===== src/include/flash_erase_consts.svh =====
// Constants for the program flash row erase sequencer.
// Assumes inclusion by bare name from the include folder.
`ifndef FLASH_ERASE_CONSTS_SVH
`define FLASH_ERASE_CONSTS_SVH

// -----------------------------------------------------------------
// Pointer and row geometry
// -----------------------------------------------------------------
`define PTR_WIDTH 22
`define ROW_LSB 6
`define ROW_MSB 21
`define ROW_WORDS 64
`define ROW_BYTES 128

// -----------------------------------------------------------------
// Control fields and unlock keys
// -----------------------------------------------------------------
`define REGION_PROGRAM_FLASH 2'h2
`define UNLOCK_KEY_FIRST 8'h55
`define UNLOCK_KEY_SECOND 8'hAA

// -----------------------------------------------------------------
// Timing
// -----------------------------------------------------------------
`define CLK_PERIOD_NS 100
`define ERASE_TIME_US 10
`define ERASE_CYCLES ((`ERASE_TIME_US * 1000) / `CLK_PERIOD_NS)

`endif


===== src/include/flash_erase_pkg.sv =====
// Types shared by the row erase sequencer files.
// Assumes nothing beyond a SystemVerilog compiler.
package flash_erase_pkg;

   // -----------------------------------------------------------------
   // Sequencer states
   // -----------------------------------------------------------------
   typedef enum logic [1:0] {
      ST_IDLE,
      ST_ERASE,
      ST_FINISH
   } erase_state_t;

   // Unlock key tracker states
   typedef enum logic [1:0] {
      UK_NONE,
      UK_FIRST,
      UK_ARMED
   } unlock_state_t;

endpackage : flash_erase_pkg


===== src/rtl/erase_timer.sv =====
// Internal programming timer that measures the erase time.
// Assumes one start pulse per erase; restarts ignored while busy.
`include "flash_erase_consts.svh"

module erase_timer #(
   parameter int CYCLES = `ERASE_CYCLES
) (
   input wire logic clk_sys,
   input wire logic sys_rst,
   input wire logic start,
   input wire logic abort,
   output logic busy,
   output logic done
);

   logic [31:0] count;

   // -----------------------------------------------------------------
   // Countdown
   // -----------------------------------------------------------------
   // Counts down once started; done pulses in the first cycle after busy drops, one cycle after count reaches zero
   always_ff @(posedge clk_sys or posedge sys_rst) begin
      if (sys_rst) begin
         count <= 32'h0000_0000;
         busy <= 1'b0;
         done <= 1'b0;
      end else begin
         done <= 1'b0;
         if (abort) begin
            busy <= 1'b0;
            count <= 32'h0000_0000;
         end else if (start && !busy) begin
            busy <= 1'b1;
            count <= 32'(CYCLES - 1);
         end else if (busy) begin
            if (count == 32'h0000_0000) begin
               busy <= 1'b0;
               done <= 1'b1;
            end else begin
               count <= count - 32'h0000_0001;
            end
         end
      end
   end

endmodule : erase_timer


===== src/rtl/program_flash_row_erase.sv =====
// Sequencer that erases one program flash row on software request.
// Assumes the processor core presents control writes as one-cycle
// strobes and the flash array reports protection and validity.
`include "flash_erase_consts.svh"

module program_flash_row_erase
   import flash_erase_pkg::*;
#(
   parameter int ERASE_CYCLES = `ERASE_CYCLES,
   parameter int PTR_W = `PTR_WIDTH
) (
   input wire logic clk_sys,
   input wire logic sys_rst,
   input wire logic [PTR_W-1:0] table_pointer,
   input wire logic [7:0] table_latch,
   input wire logic table_write_op,
   input wire logic unlock_key_wr,
   input wire logic [7:0] unlock_key_data,
   input wire logic ctrl_wr,
   input wire logic [1:0] ctrl_region,
   input wire logic ctrl_write_permit,
   input wire logic ctrl_erase_sel,
   input wire logic ctrl_go,
   input wire logic ctrl_error_wr,
   input wire logic ctrl_error_val,
   input wire logic done_flag_clr,
   input wire logic nvm_done_irq_enable,
   input wire logic row_protected,
   input wire logic addr_invalid,
   input wire logic erase_abort,
   output logic write_permit,
   output logic go,
   output logic operation_error,
   output logic nvm_done_flag,
   output logic nvm_done_irq,
   output logic cpu_stall,
   output logic flash_erase_en,
   output logic [PTR_W-1:0] flash_row_addr,
   output logic [7:0] holding_latch
);

   erase_state_t state;
   unlock_state_t unlock;
   logic [1:0] region;
   logic erase_sel;
   logic timer_busy;
   logic timer_done;
   logic timer_start;
   logic go_accept;
   logic go_fault;
   logic erase_ok;
   logic erase_fail;

   // Clears the low pointer bits so the address names a whole row
   function automatic logic [PTR_W-1:0] row_base(input logic [PTR_W-1:0] ptr);
      row_base = {ptr[PTR_W-1:`ROW_LSB], {`ROW_LSB{1'b0}}};
   endfunction : row_base

   // -----------------------------------------------------------------
   // Launch decode
   // -----------------------------------------------------------------
   // Go is honoured only when armed by the full key pair
   assign go_accept = ctrl_wr && ctrl_go && (unlock == UK_ARMED) && (state == ST_IDLE);
   // Go set with a bad or protected pointer is refused
   assign go_fault = ctrl_wr && ctrl_go && (addr_invalid || row_protected);
   // Only a program flash erase with permit runs; nothing else is offered
   assign erase_ok = go_accept && !go_fault && write_permit && erase_sel
                     && (region == `REGION_PROGRAM_FLASH);
   assign timer_start = erase_ok;
   assign erase_fail = (state == ST_ERASE) && erase_abort;

   // -----------------------------------------------------------------
   // Unlock key tracker
   // -----------------------------------------------------------------
   // Any other control write or wrong key breaks the sequence
   always_ff @(posedge clk_sys or posedge sys_rst) begin
      if (sys_rst) begin
         unlock <= UK_NONE;
      end else if (unlock_key_wr) begin
         if (unlock_key_data == `UNLOCK_KEY_FIRST) begin
            unlock <= UK_FIRST;
         end else if (unlock_key_data == `UNLOCK_KEY_SECOND && unlock == UK_FIRST) begin
            unlock <= UK_ARMED;
         end else begin
            unlock <= UK_NONE;
         end
      end else if (ctrl_wr) begin
         unlock <= UK_NONE;
      end
   end

   // -----------------------------------------------------------------
   // Control fields
   // -----------------------------------------------------------------
   // Software fields; the erase itself never alters the permit bit
   always_ff @(posedge clk_sys or posedge sys_rst) begin
      if (sys_rst) begin
         region <= 2'h0;
         erase_sel <= 1'b0;
         write_permit <= 1'b0;
      end else if (ctrl_wr && state == ST_IDLE) begin
         region <= ctrl_region;
         erase_sel <= ctrl_erase_sel;
         write_permit <= ctrl_write_permit;
      end
   end

   // -----------------------------------------------------------------
   // Sequencer
   // -----------------------------------------------------------------
   // Runs one row erase and ends it on the timer or an abort
   always_ff @(posedge clk_sys or posedge sys_rst) begin
      if (sys_rst) begin
         state <= ST_IDLE;
         go <= 1'b0;
         flash_erase_en <= 1'b0;
         flash_row_addr <= '0;
      end else begin
         case (state)
            ST_IDLE: begin
               go <= 1'b0;
               if (erase_ok) begin
                  state <= ST_ERASE;
                  go <= 1'b1;
                  flash_erase_en <= 1'b1;
                  flash_row_addr <= row_base(table_pointer);
               end
            end
            ST_ERASE: begin
               if (erase_abort) begin
                  state <= ST_IDLE;
                  go <= 1'b0;
                  flash_erase_en <= 1'b0;
               end else if (timer_done) begin
                  state <= ST_FINISH;
                  flash_erase_en <= 1'b0;
               end
            end
            ST_FINISH: begin
               state <= ST_IDLE;
               go <= 1'b0;
            end
            default: begin
               state <= ST_IDLE;
               go <= 1'b0;
               flash_erase_en <= 1'b0;
            end
         endcase
      end
   end

   // Processor held for the whole erase, until the timer finishes or an abort ends it
   always_ff @(posedge clk_sys or posedge sys_rst) begin
      if (sys_rst) begin
         cpu_stall <= 1'b0;
      end else begin
         cpu_stall <= erase_ok || (state == ST_ERASE && !timer_done && !erase_abort);
      end
   end

   // -----------------------------------------------------------------
   // Status flags
   // -----------------------------------------------------------------
   // Error flag: hardware set wins over a software clear
   always_ff @(posedge clk_sys or posedge sys_rst) begin
      if (sys_rst) begin
         operation_error <= 1'b0;
      end else if (go_fault || erase_fail) begin
         operation_error <= 1'b1;
      end else if (ctrl_error_wr) begin
         operation_error <= ctrl_error_val;
      end
   end

   // Done flag and its interrupt request; set wins over clear
   always_ff @(posedge clk_sys or posedge sys_rst) begin
      if (sys_rst) begin
         nvm_done_flag <= 1'b0;
         nvm_done_irq <= 1'b0;
      end else begin
         if (state == ST_FINISH) begin
            nvm_done_flag <= 1'b1;
         end else if (done_flag_clr) begin
            nvm_done_flag <= 1'b0;
         end
         nvm_done_irq <= (nvm_done_flag || state == ST_FINISH) && nvm_done_irq_enable
                         && !(done_flag_clr && state != ST_FINISH);
      end
   end

   // -----------------------------------------------------------------
   // Holding latch
   // -----------------------------------------------------------------
   // Table write is a short write into the latch only; erase leaves it
   always_ff @(posedge clk_sys or posedge sys_rst) begin
      if (sys_rst) begin
         holding_latch <= 8'h00;
      end else if (table_write_op) begin
         holding_latch <= table_latch;
      end
   end

   // -----------------------------------------------------------------
   // Programming timer
   // -----------------------------------------------------------------
   erase_timer #(
      .CYCLES(ERASE_CYCLES)
   ) u_timer (
      .clk_sys(clk_sys),
      .sys_rst(sys_rst),
      .start(timer_start),
      .abort(erase_fail),
      .busy(timer_busy),
      .done(timer_done)
   );

   // -----------------------------------------------------------------
   // Checks
   // -----------------------------------------------------------------
   a_row_aligned: assert property (@(posedge clk_sys) disable iff (sys_rst)
      $rose(flash_erase_en) |-> flash_row_addr[`ROW_LSB-1:0] == '0)
      else $error("erase row address not row aligned");
   a_go_needs_unlock: assert property (@(posedge clk_sys) disable iff (sys_rst)
      (ctrl_wr && ctrl_go && unlock != UK_ARMED && state == ST_IDLE) |=> !go)
      else $error("go set without unlock");
   a_protect_no_erase: assert property (@(posedge clk_sys) disable iff (sys_rst)
      (ctrl_wr && ctrl_go && row_protected) |=> (!flash_erase_en || $past(state) != ST_IDLE)
      && operation_error)
      else $error("protected row started or no error");
   a_invalid_error: assert property (@(posedge clk_sys) disable iff (sys_rst)
      (ctrl_wr && ctrl_go && addr_invalid) |=> operation_error)
      else $error("invalid address not flagged");
   a_abort_error: assert property (@(posedge clk_sys) disable iff (sys_rst)
      (state == ST_ERASE && erase_abort) |=> operation_error && !go)
      else $error("abort not flagged");
   a_finish_flags: assert property (@(posedge clk_sys) disable iff (sys_rst)
      (state == ST_ERASE && timer_done && !erase_abort) |=> ##1 (!go && nvm_done_flag))
      else $error("finish did not clear go or set done");
   a_stall_erase: assert property (@(posedge clk_sys) disable iff (sys_rst)
      (state == ST_ERASE && timer_busy) |-> cpu_stall)
      else $error("processor not stalled during erase");
   a_permit_kept: assert property (@(posedge clk_sys) disable iff (sys_rst)
      (state != ST_IDLE) |=> $stable(write_permit)
      && ($stable(holding_latch) || $past(table_write_op)))
      else $error("erase changed permit or latch");
   a_latch_short: assert property (@(posedge clk_sys) disable iff (sys_rst)
      (table_write_op && state == ST_IDLE && !erase_ok) |=> !flash_erase_en)
      else $error("table write started programming");

endmodule : program_flash_row_erase


===== config.mk =====
export PLATFORM = sky130hd
export DESIGN_NAME = program_flash_row_erase
export DESIGN_NICKNAME = d
export VERILOG_FILES = /design/src/include/flash_erase_pkg.sv /design/src/rtl/erase_timer.sv /design/src/rtl/program_flash_row_erase.sv
export VERILOG_INCLUDE_DIRS = /design/src /design/src/include
export SDC_FILE = /design/constraint.sdc
export NUM_CORES = 1
export LEC_CHECK = 0
export BUFFER_PORTS_ARGS = -buffer_cell sky130_fd_sc_hd__buf_4
export CORE_UTILIZATION = 52
export DETAILED_ROUTE_END_ITERATION = 8
export PLACE_DENSITY = 0.78
export REMOVE_ABC_BUFFERS = 1
export SYNTH_ARGS = -nofsm -noshare
export SYNTH_HDL_FRONTEND = slang
export SYNTH_SLANG_ARGS = --single-unit

===== constraint.sdc =====
create_clock -name clk_sys -period 3.5 [get_ports clk_sys]
set_clock_uncertainty 0.05 [all_clocks]
set_input_delay 0.175 -clock clk_sys [delete_from_list [all_inputs] [get_ports clk_sys]]
set_output_delay 0.175 -clock clk_sys [all_outputs]
set_load 0.01 [all_outputs]

After elaboration in Yosys (flattened, before gate mapping)
Index checks and enable logic that the tools add are counted.
{ "classes": {"add_sub_neg": 1, "eq_ne": 12, "muxes": 31, "n_bitwise": 1, "n_reduce_logical": 36} }
{ "op_table": {"columns": ["op", "n"], "rows": [
  ["$mux W32", 4],
  ["$logic_not A32 Y1", 1],
  ["$sub A32 B1 Y32 const B", 1],
  ["$logic_and A1 B1 Y1", 17],
  ["$mux W1", 17],
  ["$mux W2", 7],
  ["$eq A8 B7 Y1 const B", 1],
  ["$eq A8 B8 Y1 const B", 1],
  ["$eq A2 B2 Y1 const B", 3],
  ["$ne A2 B2 Y1 const B", 3],
  ["$ne A3 B2 Y1 const B", 2],
  ["$reduce_and A2 Y1", 3],
  ["$reduce_bool A2 Y1", 3],
  ["$logic_not A1 Y1", 5],
  ["$eq A2 B1 Y1 const B", 2],
  ["$logic_or A1 B1 Y1", 4],
  ["$pmux W2 S2", 1],
  ["$pmux W1 S3", 1],
  ["$reduce_and A3 Y1", 1],
  ["$reduce_bool A3 Y1", 1],
  ["$logic_not A2 Y1", 1],
  ["$pmux W1 S2", 1],
  ["$not A1 Y1", 1]
]} }
{ "totals": {"register_bits": 72, "inputBits": 55, "output_inout_bits": 37} }

Logic depth before layout (Yosys ltp)
{ "logic_depth": {"word_depth": 10, "depth_mapped": 10, "depth_no_buf": 7} }

Modules after synthesis
From an unflattened synthesis, not the netlist that was laid out.
{ "hier_totals": {"hier_cells": 340, "hier_area_um2": 3687.3} }
{ "by_module_without_submodules": {"columns": ["module", "n_inst", "cells_per_inst", "area_each_um2", "seq_area_each_um2"], "rows": [
  ["erase_timer", 1, 231, 2102.0, 850.8],
  ["program_flash_row_erase", 1, 109, 1585.3, 950.9]
]} }

Worst setup path after synthesis
OpenSTA, ideal clock, no wires.
{ "synth_timing": {"path_type": "flip-flop to flip-flop", "start": "register u_timer.count[0]", "end": "register u_timer.count[21]", "setup_ns": 0.087, "t_arrival_ns": 2.314, "required_ns": 3.363, "slack_ns": 1.050, "path_stages_with_launch": 10, "path_buffers": 2, "synth_period_minus_slack_ns": 2.450, "path_cell_list": "dfrtp_1 inv_1 ha_1 or4b_1 buf_2 or3_4 o31ai_4 nand2_4 buf_6 o211ai_1"} }
{ "synth_via": {"elab_chain_cells": 5} }
{ "synth_rtl": {"columns": ["item", "line_no", "text"], "rows": [
  ["from (decl)", "erase_timer.sv:16", "logic [31:0] count;"],
  ["from (signal assigned)", "erase_timer.sv:34", "count <= 32'(CYCLES - 1);"],
  ["from (signal assigned)", "erase_timer.sv:40", "count <= count - 32'h0000_0001;"],
  ["$sub A32 B1 Y32", "erase_timer.sv:40", null],
  ["$mux W32", "erase_timer.sv:36", "if (count == 32'h0000_0000) begin"],
  ["$mux W32", "erase_timer.sv:35", "end else if (busy) begin"],
  ["$mux W32", "erase_timer.sv:32", "end else if (start && !busy) begin"],
  ["$mux W32", "erase_timer.sv:29", "if (abort) begin"]
]} }
Several ways; a longest one is shown, not always the timed one. The select of a mux whose other input is x is not followed.
A chain may end at the register's enable or synchronous reset.

Worst setup path after layout
Same ends and word-level chain as after synthesis.

==> impl_metrics.tcl <==
set metrics [dict create \
    yosysWarnings 0 \
    powerDensity_mw_per_mm2 353.8 \
    syn_inst 351 \
    critical-path-max-stage-delay_ns 0.62 \
    vias 3306 \
    firstDrtPassIters 5 \
    mostFrequentLayoutCells "buf_4 (86), dfrtp_1 (72), mux2_2 (28)" \
    final_common_cell "buf_4" \
    gp_congestion 0.8584 \
    period_share_pct 86.27 \
    cts_buffers 9 \
    regArea_mm2 0.001802 \
    grt_first_pass_wirelength_um 15180 \
    n_fill_cell 500 \
    dieArea_mm2 0.007345 \
    cp-start-kind "register" \
    htreeDepth 3 \
    fp-row-count 30 \
    finalHoldViolations 0 \
    avgSynthCellArea_um2 10.38 \
    slew_headroom_pct 53.62 \
    postCtsSetupBuffers 0 \
    setup_viol 0 \
    avgRoutedWirePerCell_um 16.86 \
    fp.dieH_um 85.71 \
    grt_pass1_vias 3115 \
    wl_met3_um 537 \
    clk_pin_slew_worst_paths_ns 0.08 \
    path_delay_family "simple AND/OR/NAND/NOR gates" \
    synth_enable_flop_cells 0 \
    ir_drop_v 0.0001718 \
    crit_required_ns 3.68 \
    viasPerCell 6.011 \
    antenna_left 0 \
    finalCriticalPeriod_ns 3.020 \
    maxSlewViolCount 0 \
    area.growth.synth_to_final_pct 28.95 \
    clk_latency_ns 0.35 \
    met1_length_um 3832 \
    end_kind "register" \
    syn_area_mm2 0.003643 \
    p_leak_nw 2.172 \
    ys.flop_type "dfrtp_1" \
    root_buffer "clkbuf_8" \
    worst_path_max_delay_cell "or4b_1" \
    die-width_um 85.71 \
    worstPathArrival_ns 3.20 \
    setup_tns_ns 0 \
    dpl.hpwl_um 6103 \
    coreArea_mm2 0.006794 \
    dr.max_layer_used "met4" \
    critPathKind "register to register" \
    antenna_found_initial 0 \
    dr_wl_met2_um 4710 \
    max_cap_viol_count 0 \
    cts_tree "done" \
    diodes 0 \
    drive_above_1_share_pct 31.72 \
    start_util_pct 53.63 \
    layout.nets 505 \
    setup_ws_ns 0.4804 \
    tightest_slew_ns 0.6904 \
    clockBufferDepth 2 \
    synthArstFlopShare_pct 100.0 \
    multi_input_area_mm2 0.001670 \
    grt_usage_pct 26.74 \
    ys_ff_latch 72 \
    place_ws_ns 0.5554 \
    post_cts_resized 0 \
    overflow 0 \
    path_max_fanout 14 \
    drc 0 \
    crit_path_cell_trace "inv_1 -> ha_1 -> or4b_1 -> nor3_1 -> nand4_1 -> buf_4 -> or4b_2 -> o211ai_1" \
    rsz0062_at_grt "false" \
    cp_num_buf_inv 2 \
    drt_iter0_drc 252 \
    ys_types 60 \
    port_buffers 79 \
    yosysSeqAreaShare_pct 49.45 \
    max_freq_mhz 331.2 \
    status "complete, no violations" \
    min_path_type "input port to register" \
    clock-sinks 72 \
    drt-total-wl_um 9275 \
    io_pins 92 \
    grt_max_degree 56 \
]
## cells in the mapped netlist, drive strengths merged (2+ instances only)
library cell / n / area share [%]
and3: 2 / 0.34
nor4: 9 / 1.5
a41oi: 6 / 1.4
a22oi: 2 / 0.41
or3b: 3 / 0.72
buf: 12 / 2.3
nand4: 18 / 3.1
o31ai: 2 / 0.79
or4b: 3 / 0.82
clkbuf: 11 / 1.1
xnor2: 2 / 0.48
mux2: 28 / 8.7
nand3: 25 / 3.4
inv: 18 / 1.9
nand2: 15 / 1.8
o211ai: 9 / 2.0
nand2b: 2 / 0.34
and2: 2 / 0.34
a21oi: 4 / 0.55
o22ai: 2 / 0.34
or4: 10 / 2.1
mux2i: 2 / 0.55
a31oi: 18 / 3.1
dfrtp: 72 / 49
nor2: 18 / 1.9
nor3b: 2 / 0.41
o21ai: 13 / 1.8
or3: 3 / 0.65
nor4bb: 2 / 0.55
and4: 2 / 0.48
nor3: 15 / 2.2
a32o: 2 / 0.55
## state kept, by name (all words and copies together) (netlist names)
| name | cells |
|---|---|
| nvm_done_irq | 1 |
| operation_error | 1 |
| state | 2 |
| u_timer.busy | 1 |
| erase_sel | 1 |
| cpu_stall | 1 |
| flash_erase_en | 1 |
| flash_row_addr | 16 |
| write_permit | 1 |
| holding_latch | 8 |
| unlock | 2 |
| region | 2 |
| go | 1 |
| u_timer.count | 32 |
| nvm_done_flag | 1 |
| u_timer.done | 1 |
## cells by family (layout without fill, tap and decap cells)
group | after synthesis | after routing | synth area share [%]
other | 1 | 6 | 0.1029
AO/OA/AOI/OAI | 65 | 65 | 12.74
flip-flops | 72 | 72 | 49.45
XOR/XNOR | 3 | 3 | 0.7213
AND/OR/NAND/NOR | 138 | 138 | 22.15
multiplexers | 30 | 30 | 9.203
buffers and inverters | 41 | 139 | 5.288
adder cells (fa/ha/maj) | 1 | 1 | 0.3434
## metal layers
metal	vias to the layer above	GRT usage, %
met4	0	10.76
met3	22	4.331
met5	-	0
met1	1604	35.80
met2	148	43.78
li1	1532	-
## area by class of cell
type | instances | area share [%]
Clock buffer | 9 | 2.636
Timing Repair Buffer | 105 | 17.79
Tap cell | 96 | 2.557
Clock inverter | 7 | 1.678
Multi-Input combinational cell | 243 | 35.55
Sequential cell | 72 | 38.35
Inverter | 18 | 1.438
## through the flow
step | instances | util, % | hold WS, ns | instance area [µm²] | total power [W]
floorplan | 333 | - | 0.2377 | 3537 | 0.0009125
global placement | 515 | 63.37 | 0.1315 | 4305 | 0.0009816
detailed placement | 515 | 63.37 | 0.1417 | 4305 | 0.0009860
CTS | 550 | 69.15 | 0.001703 | 4698 | 0.001670
global route | 550 | 69.15 | 0.004564 | 4698 | 0.001727
finish | 550 | 69.15 | 0.009310 | 4698 | 0.001662
## timing repair
item / CTS / global route
hold buffers: 19 / 0
endpoints found under the hold margin: 35 / 0
setup endpoints to repair: 0 / 0
## worst paths after layout
path	from	to	slack, ns	cells past startpoint
max in group asynchronous	sys_rst	u_timer.count[13]	2.03	4
worst min-delay path	ctrl_write_permit	write_permit	0.009	2
worst max-delay path	u_timer.count[0]	u_timer.count[21]	0.48	8
worst max register to register	u_timer.count[0]	u_timer.count[21]	0.48	8
worst min register to register	flash_erase_en	flash_erase_en	0.46	2
min in group asynchronous	sys_rst	holding_latch[7]	0.32	3
## power breakdown
part           total (W)  switching [W]  internal, W
logic           0.000133      0.0000537    0.0000788
registers       0.000855     0.00000910     0.000846
clock network   0.000674       0.000338     0.000336
No activity file was read; power rests on OpenSTA's default activity.
